[src/logic/stl_defs.svh]
/*
 * Constants of the status and telemetry register bank: command codes,
 * field positions, reset values and timing counts.
 * Assumes it is included by bare name after the package is compiled.
 */
`ifndef STL_DEFS_SVH
`define STL_DEFS_SVH

// ----------------------------------------------------------------------
// Command codes
// ----------------------------------------------------------------------
`define STL_OFS_VIN_FLAGS    8'h7C
`define STL_OFS_THERM_FLAGS  8'h7D
`define STL_OFS_CML_FLAGS    8'h7E
`define STL_OFS_VIN_READ     8'h88
`define STL_OFS_VOUT_READ    8'h8B
`define STL_OFS_IOUT_READ    8'h8C
`define STL_OFS_TEMP_READ    8'h8D

// ----------------------------------------------------------------------
// Field positions and reset values
// ----------------------------------------------------------------------
`define STL_VIN_OVF_BIT      7
`define STL_VIN_OVW_BIT      6
`define STL_VIN_UVW_BIT      5
`define STL_OT_FAULT_BIT     7
`define STL_OT_WARN_BIT      6
`define STL_CML_BAD_CMD_BIT  7
`define STL_TEMP_SIGN_BIT    9
`define STL_FLAGS_RST        8'h00
`define STL_READING_RST      16'h0000
`define STL_MEAS_RST         10'h000

// ----------------------------------------------------------------------
// Timing counts
// ----------------------------------------------------------------------
`define STL_SYNC_STAGES      3
`define STL_RD_LATENCY       1

`endif

[src/logic/stl_pkg.sv]
/*
 * Types shared by the status and telemetry register bank.
 * Assumes nothing of its surroundings.
 */
package stl_pkg;

    typedef logic [9:0] stl_meas_t;

    // Index of each sticky flag; the order fixes the generate loop.
    typedef enum {
        STL_F_VIN_OVF,
        STL_F_VIN_OVW,
        STL_F_VIN_UVW,
        STL_F_OT_FAULT,
        STL_F_OT_WARN,
        STL_F_OC_FAULT,
        STL_F_OC_WARN,
        STL_F_BAD_CMD,
        STL_F_COUNT
    } stl_flag_e;

    typedef struct packed {
        logic [15:0] rd_data;
        logic        rd_valid;
        logic        seen;
        stl_meas_t   vin;
        stl_meas_t   vout;
        stl_meas_t   iout;
        stl_meas_t   temp;
    } stl_state_s;

    typedef struct packed {
        logic flag;
    } stl_flag_s;

    typedef struct packed {
        logic [2:0] stage;
        logic       level;
    } stl_sync_s;

endpackage

[src/logic/stl_pin_sync.sv]
/*
 * Three-stage synchroniser with agreement filter for one pin.
 * Assumes the pin is asynchronous to clk_sys_in.
 */
`timescale 1ns/1ps
module stl_pin_sync (
    input  wire logic clk_sys_in,
    input  wire logic nrst_in,
    input  wire logic ce_in,
    input  wire logic pin_in,
    output logic      level_out
);
    import stl_pkg::*;

    stl_sync_s state_ff;
    stl_sync_s nxt_state;

    // The first stage feeds only the second; the filter looks at stages two and three.
    always_comb begin
        nxt_state = state_ff;
        if (ce_in) begin
            nxt_state.stage = {state_ff.stage[1:0], pin_in};
            if (state_ff.stage[1] == state_ff.stage[2]) begin
                nxt_state.level = state_ff.stage[2];
            end
        end
    end

    always_ff @(posedge clk_sys_in or negedge nrst_in) begin
        if (!nrst_in) begin
            state_ff <= '0;
        end else begin
            state_ff <= nxt_state;
        end
    end

    assign level_out = state_ff.level;

endmodule // stl_pin_sync

[src/logic/stl_sticky_flag.sv]
/*
 * One sticky status flag: set by its condition, cleared by clear-faults
 * only while the condition is absent.
 * Assumes cond_in and clear_in are on clk_sys_in.
 */
`timescale 1ns/1ps
module stl_sticky_flag (
    input  wire logic clk_sys_in,
    input  wire logic nrst_in,
    input  wire logic ce_in,
    input  wire logic cond_in,
    input  wire logic clear_in,
    output logic      flag_out
);
    import stl_pkg::*;

    stl_flag_s state_ff;
    stl_flag_s nxt_state;

    // A present condition beats the clear, so no event is lost.
    always_comb begin
        nxt_state = state_ff;
        if (ce_in) begin
            nxt_state.flag = cond_in | (state_ff.flag & ~clear_in);
        end
    end

    always_ff @(posedge clk_sys_in or negedge nrst_in) begin
        if (!nrst_in) begin
            state_ff <= '0;
        end else begin
            state_ff <= nxt_state;
        end
    end

    assign flag_out = state_ff.flag;

endmodule // stl_sticky_flag

[src/logic/stl_status_telemetry.sv]
/*
 * Read-only status and telemetry register bank of a power converter.
 * Holds latched input, thermal, current and command flags plus four
 * 10-bit readings, and answers command-code reads.
 * Assumes a bus engine on clk_sys_in decodes serial transactions into
 * one-cycle read commands and clear-faults pulses, and a measurement
 * engine delivers readings with a one-cycle valid pulse.
 */
`include "stl_defs.svh"
`timescale 1ns/1ps
module stl_status_telemetry #(
    parameter stl_pkg::stl_meas_t VIN_OV_WARN_LIM  = 10'h230,
    parameter stl_pkg::stl_meas_t VIN_UV_WARN_LIM  = 10'h130,
    parameter stl_pkg::stl_meas_t IOUT_OC_FLT_LIM  = 10'h2C0,
    parameter stl_pkg::stl_meas_t IOUT_OC_WARN_LIM = 10'h280,
    parameter stl_pkg::stl_meas_t OT_FAULT_LIM     = 10'h07D,
    parameter stl_pkg::stl_meas_t OT_WARN_LIM      = 10'h06E
) (
    input  wire logic               clk_sys_in,
    input  wire logic               nrst_in,
    input  wire logic               ce_in,
    input  wire logic               overvoltage_sense_pin_in,
    input  wire logic               meas_valid_in,
    input  wire stl_pkg::stl_meas_t vin_meas_in,
    input  wire stl_pkg::stl_meas_t vout_meas_in,
    input  wire stl_pkg::stl_meas_t iout_meas_in,
    input  wire stl_pkg::stl_meas_t temp_meas_in,
    input  wire logic               clear_faults_in,
    input  wire logic               cmd_valid_in,
    input  wire logic [7:0]         cmd_code_in,
    output logic                    rd_valid_out,
    output logic [15:0]             rd_data_out,
    output logic                    oc_fault_out,
    output logic                    oc_warn_out
);
    import stl_pkg::*;

    // ------------------------------------------------------------------
    // State
    // ------------------------------------------------------------------
    stl_state_s             state_ff;
    stl_state_s             nxt_state;
    logic                   ov_pin_level;
    logic [STL_F_COUNT-1:0] cond;
    logic [STL_F_COUNT-1:0] flag;
    logic [7:0]             vin_flags;
    logic [7:0]             therm_flags;
    logic [7:0]             cml_flags;
    logic [15:0]            rd_mux;
    logic                   code_known;

    // ------------------------------------------------------------------
    // Pin synchroniser
    // ------------------------------------------------------------------
    stl_pin_sync u_ov_sync (
        .clk_sys_in (clk_sys_in),
        .nrst_in    (nrst_in),
        .ce_in      (ce_in),
        .pin_in     (overvoltage_sense_pin_in),
        .level_out  (ov_pin_level)
    );

    // ------------------------------------------------------------------
    // Fault and warning detection
    // ------------------------------------------------------------------
    // All but the pin and bad-command conditions work on the stored readings,
    // so what the host reads is exactly what tripped a flag. Readings of zero before the
    // first measurement would look like undervoltage, hence the seen gate.
    always_comb begin
        cond                 = '0;
        cond[STL_F_VIN_OVF]  = ov_pin_level;
        cond[STL_F_VIN_OVW]  = state_ff.seen &&
                               (state_ff.vin >= VIN_OV_WARN_LIM);
        cond[STL_F_VIN_UVW]  = state_ff.seen &&
                               (state_ff.vin < VIN_UV_WARN_LIM);
        cond[STL_F_OT_FAULT] = state_ff.seen &&
                               ($signed(state_ff.temp) >= $signed(OT_FAULT_LIM));
        cond[STL_F_OT_WARN]  = state_ff.seen &&
                               ($signed(state_ff.temp) >= $signed(OT_WARN_LIM));
        cond[STL_F_OC_FAULT] = state_ff.iout >= IOUT_OC_FLT_LIM;
        cond[STL_F_OC_WARN]  = state_ff.iout >= IOUT_OC_WARN_LIM;
        cond[STL_F_BAD_CMD]  = cmd_valid_in && !code_known;
    end

    // ------------------------------------------------------------------
    // Sticky flags
    // ------------------------------------------------------------------
    generate
        for (genvar i = 0; i < STL_F_COUNT; i++) begin : g_flag
            stl_sticky_flag u_flag (
                .clk_sys_in (clk_sys_in),
                .nrst_in    (nrst_in),
                .ce_in      (ce_in),
                .cond_in    (cond[i]),
                .clear_in   (clear_faults_in),
                .flag_out   (flag[i])
            );
        end
    endgenerate

    assign oc_fault_out = flag[STL_F_OC_FAULT];
    assign oc_warn_out  = flag[STL_F_OC_WARN];

    // ------------------------------------------------------------------
    // Register images
    // ------------------------------------------------------------------
    always_comb begin
        vin_flags                        = `STL_FLAGS_RST;
        vin_flags[`STL_VIN_OVF_BIT]      = flag[STL_F_VIN_OVF];
        vin_flags[`STL_VIN_OVW_BIT]      = flag[STL_F_VIN_OVW];
        vin_flags[`STL_VIN_UVW_BIT]      = flag[STL_F_VIN_UVW];
        therm_flags                      = `STL_FLAGS_RST;
        therm_flags[`STL_OT_FAULT_BIT]   = flag[STL_F_OT_FAULT];
        therm_flags[`STL_OT_WARN_BIT]    = flag[STL_F_OT_WARN];
        cml_flags                        = `STL_FLAGS_RST;
        cml_flags[`STL_CML_BAD_CMD_BIT]  = flag[STL_F_BAD_CMD];
    end

    // ------------------------------------------------------------------
    // Read decode
    // ------------------------------------------------------------------
    // Byte registers sit in the low byte with the high byte zero, so a
    // read-byte host simply takes bits 7 to 0.
    always_comb begin
        rd_mux     = `STL_READING_RST;
        code_known = 1'b1;
        case (cmd_code_in)
            `STL_OFS_VIN_FLAGS: begin
                rd_mux = {8'h00, vin_flags};
            end
            `STL_OFS_THERM_FLAGS: begin
                rd_mux = {8'h00, therm_flags};
            end
            `STL_OFS_CML_FLAGS: begin
                rd_mux = {8'h00, cml_flags};
            end
            `STL_OFS_VIN_READ: begin
                rd_mux = {6'h00, state_ff.vin};
            end
            `STL_OFS_VOUT_READ: begin
                rd_mux = {6'h00, state_ff.vout};
            end
            `STL_OFS_IOUT_READ: begin
                rd_mux = {6'h00, state_ff.iout};
            end
            `STL_OFS_TEMP_READ: begin
                rd_mux = {6'h00, state_ff.temp};
            end
            default: begin
                code_known = 1'b0;
            end
        endcase
    end

    // ------------------------------------------------------------------
    // Next state
    // ------------------------------------------------------------------
    always_comb begin
        nxt_state = state_ff;
        if (ce_in) begin
            nxt_state.rd_valid = cmd_valid_in;
            if (cmd_valid_in) begin
                nxt_state.rd_data = rd_mux;
            end
            // Readings change only with a measurement; reads never alter them.
            if (meas_valid_in) begin
                nxt_state.seen = 1'b1;
                nxt_state.vin  = vin_meas_in;
                nxt_state.vout = vout_meas_in;
                nxt_state.iout = iout_meas_in;
                nxt_state.temp = temp_meas_in;
            end
        end
    end

    always_ff @(posedge clk_sys_in or negedge nrst_in) begin
        if (!nrst_in) begin
            state_ff <= '0;
        end else begin
            state_ff <= nxt_state;
        end
    end

    assign rd_valid_out = state_ff.rd_valid;
    assign rd_data_out  = state_ff.rd_data;
endmodule // stl_status_telemetry

[config.mk]
export PLATFORM = sky130hd
export DESIGN_NAME = stl_status_telemetry
export DESIGN_NICKNAME = d
export VERILOG_FILES = /design/src/logic/stl_pkg.sv /design/src/logic/stl_pin_sync.sv /design/src/logic/stl_sticky_flag.sv /design/src/logic/stl_status_telemetry.sv
export VERILOG_INCLUDE_DIRS = /design/src /design/src/logic
export SDC_FILE = /design/constraint.sdc
export NUM_CORES = 1
export LEC_CHECK = 0
export ABC_AREA = 1
export BUFFER_PORTS_ARGS = -buffer_cell sky130_fd_sc_hd__buf_2
export CAP_MARGIN = 10
export CORE_ASPECT_RATIO = 0.7
export CORE_MARGIN = 2
export CORE_UTILIZATION = 49
export CTS_CLUSTER_DIAMETER = 40
export DETAILED_ROUTE_END_ITERATION = 12
export PLACE_DENSITY = 0.77
export SYNTH_ARGS = -nofsm -noshare
export SYNTH_HDL_FRONTEND = slang
export SYNTH_SLANG_ARGS = --single-unit
[constraint.sdc]
create_clock -name clk_sys_in -period 0.9 [get_ports clk_sys_in]
set_input_delay 0.045 -clock clk_sys_in [delete_from_list [all_inputs] [get_ports clk_sys_in]]
set_output_delay 0.045 -clock clk_sys_in [all_outputs]
set_load 0.01 [all_outputs]
==> results.md <==
Floorplan:
- The floorplan step set the die height to 71.7 um.
- The floorplan step set the die width to 101 um.
- The number of top-level pins is 74.
- After floorplanning, the core was sized to cover 6280 um^2.
- The overall die area is 7230 um^2.
- The initial core utilization is 51.2%.
- The initialized floorplan defines 24 standard-cell rows.

Global routing:
- The number of antenna violations at the first check in global routing is 0.
- The largest net degree at the start of global routing is 65.
- The overall routing resource usage is 24.0%.
- The final global-route overflow total is 0.
- The first global-routing pass estimated 13100 um of wire.
- The via count of the first global-routing pass is 2767.

CTS:
- The number of sinks handled by clock tree synthesis is 64.
- The maximum level of the CTS H-tree is 3.
- The clock-pin transition on the worst setup and hold timing paths is 0.07 ns.
- The later pin in the worst-skew pair is clocked with a latency of 0.35 ns.
- The TritonCTS clock tree is built.
- Buffers inserted during clock tree synthesis total 9.
- The root buffer cell chosen for the clock tree is sky130_fd_sc_hd__clkbuf_8.
- The clock passes through at most 2 buffers.

Route:
- The total number of vias is 2801.
- The number of detailed-route iterations in the first pass is 6.
- The first routing iteration left 243 violations.
- Dividing the detail-routed via count by the number of cells gives 4.99.
- Wires add up to 8110 um.
- Dividing the detail-routed wire length by the instance count gives 14.4 um.
- The DRC violation count after routing is 0.
- The detail route stage leaves a number of antenna-violating nets equal to 0.

Yosys:
- The number of distinct standard cells referenced by the synthesized netlist is 24.
- The share of the Yosys chip area taken by registers is 49.9%.
- Counting flops and latches in the post-synthesis netlist gives 64.
- The number of warnings reported in the yosys synthesis log is 0.
- The cell count after synthesis is 327.
- The post-synthesis average cell area is 9.82 um^2.
- The mapped netlist covers 3210 um^2.

Pwr:
- The areal power density over the cells is 1640 nW/um^2.
- Of the total power, the share spent switching nets is 26.2%.
- Cell internal power was estimated by the tool at 0.00555 W.
- In this run, the clock network consumes 33.3% of the power.
- IR analysis of the VDD net gives a maximum drop of 957 uV.
- The power share of the combinational group is 19.5%.
- The fraction of power consumed by sequential logic is 47.2%.
- The leakage power figure is 2.41 nW.
- The analysis attributes to net switching a power of 0.00197 W.

Flow run:
- The tool flagged a number of max-cap violations equal to 0.

Critical path:
- The largest fanout of any net on the critical path is 3.
- By startpoint and endpoint, the worst setup path is classified as reg -> reg.
- The endpoint required time on the critical path is 1.14 ns.
- In this run the register-to-register setup slack is -0.10 ns.
- The data arrival at the endpoint of the critical path is 1.25 ns.
- STA classifies the critical path startpoint as a flip-flop.
- The type of destination of the critical path is a flip-flop.

Placed design:
- The congestion estimate from routability-driven global placement came to 0.898.
- OpenSTA, run right after detailed placement, puts the worst setup slack at -0.241 ns.
- In this run the tool buffered the top-level ports with 67 buffer cells.
- Once placement finished, the instance area stood at 3710 um^2.
- The post-detailed-placement half-perimeter wirelength is 5430 um.

Finish:
- The fraction of layout instances using a drive strength above 1 is 39.1%.
- After routing the design area is 4600 um^2.
- For this run, the post-layout net count is 533.
- The layout overhead on the synthesized area is 43.3%.
- In the layout the commonest cells are sky130_fd_sc_hd__nand2_1, sky130_fd_sc_hd__buf_2, sky130_fd_sc_hd__dfrtp_1.
- The repair_antennas step left the layout with diodes totalling 0.

Outcome:
- The final reports fail on setup timing.
- The flow ran to the end, but the final reports show violations.

Hold path:
- The class of the most critical hold timing path is in -> reg.

STA:
- The final count of hold timing violations was 0.
- The clock period minus worst slack is 1.00 ns.
- Setup repair after global routing could not meet its margin everywhere.
- Static timing analysis puts the maximum clock frequency at 997 MHz.
- The number of max-slew violations in the final report was 0.
- Setup violations remaining at the end of the flow were counted as 25.
- The clock arrives with 0.00745 ns of skew.
- The worst hold slack is 0.0912 ns.
- Of the available clock period, the critical path in the final layout requires 111%.
- The smallest setup slack after layout is -0.103 ns.
kinds of logic (layout without fill, tap and decap cells):
| kind of cell | after synthesis | in the layout | share of synthesized area [%] |
|---|---|---|---|
| simple gates | 143 | 143 | 20.0 |
| flops | 64 | 64 | 49.9 |
| buf+inv | 53 | 204 | 10.5 |
| mux | 34 | 34 | 13.9 |
| compound gates | 32 | 32 | 5.53 |
| other cells | 1 | 6 | 0.117 |
repair_timing:
action / 4_1_cts / 5_1_grt
hold buffers: 43 / 0
hold endpoints to repair: 106 / 0
setup buffers: 13 / 14
gates resized for setup: 9 / 17
pin swaps: 13 / 22
endpoints found under the setup margin: 27 / 34
cell usage after synthesis, drive strengths merged:
cell	count	area share, %
nand2	71	8.6
dfrtp	64	50
nand3	45	7.0
mux2	34	14
buf	29	7.7
inv	22	2.6
nor2	22	3.4
o21ai	18	2.8
a21oi	8	1.2
nand4	5	0.97
o211ai	4	0.94
a21o	1	0.23
a32o	1	0.31
clkbuf	1	0.12
clkinv	1	0.12
conb	1	0.12
layout make-up:
type	count	area (um^2)
fill	448	1680
sequential	64	1600
multi-input combinational	215	1330
timing repair buffer	165	1280
clock buffer	11	151
tap	78	97.6
inverter	23	86.3
clock inverter	5	55.1
per-layer routing:
metal | global-route usage [%] | vias to the layer above | share of wire, %
li1 | - | 1365 | -
met1 | 33.5 | 1326 | 46
met2 | 36.8 | 102 | 47
met3 | 7.61 | 8 | 6.5
met4 | 5.63 | 0 | 0.80
met5 | 0 | - | 0
power groups by stage:
stage / Clock [W] / Sequential (W) / Combinational [W]
after global routing: 0.00270 / 0.00359 / 0.00160
final: 0.00251 / 0.00356 / 0.00147
after CTS: 0.00257 / 0.00353 / 0.00131
after detailed placement: 0 / 0.00358 / 0.00110
after floorplan: 0 / 0.00349 / 0.000675
after global placement: 0 / 0.00357 / 0.00107
worst max-delay path, stage by stage (launching register included):
cell	delay, ns
sky130_fd_sc_hd__dfrtp_1	0.43
sky130_fd_sc_hd__nor2_2	0.14
sky130_fd_sc_hd__nand2_1	0.07
sky130_fd_sc_hd__nand3_2	0.08
sky130_fd_sc_hd__a21oi_2	0.04
sky130_fd_sc_hd__a21o_1	0.15
flip-flops by register name, summed over array words and instances (netlist names):
name,cells
state_ff,41
rd_valid_out,1
g_flag.u_flag.flag_out,8
u_ov_sync.level_out,1
u_ov_sync.state_ff,3
rd_data_out,10
path summary, 6_finish.rpt:
kind,cells after the start,to,start
setup reg to reg,5,g_flag[3].u_flag.flag_out$_DFFE_PN0P_,state_ff[8]$_DFFE_PN0P_
setup / recovery,5,g_flag[3].u_flag.flag_out$_DFFE_PN0P_,state_ff[8]$_DFFE_PN0P_
max in group asynchronous,3,rd_valid_out$_DFFE_PN0P_,nrst_in
hold / removal,3,state_ff[18]$_DFFE_PN0P_,meas_valid_in
hold reg to reg,2,state_ff[40]$_DFFE_PN0P_,state_ff[40]$_DFFE_PN0P_
min in group asynchronous,3,state_ff[18]$_DFFE_PN0P_,nrst_in
metrics by stage:
stage               total power (W)  cells  util, %  setup TNS (ns)
CTS                         0.00741    547     71.0          -0.654
detailed placement          0.00468    476     59.1           -3.43
global route                0.00789    561     73.3           -2.06
floorplan                   0.00416    332        -          -0.293
global placement            0.00464    476     59.1           -2.98
finish                      0.00753    561     73.3          -0.693
Note: power is estimated with default switching activity, not from simulation.
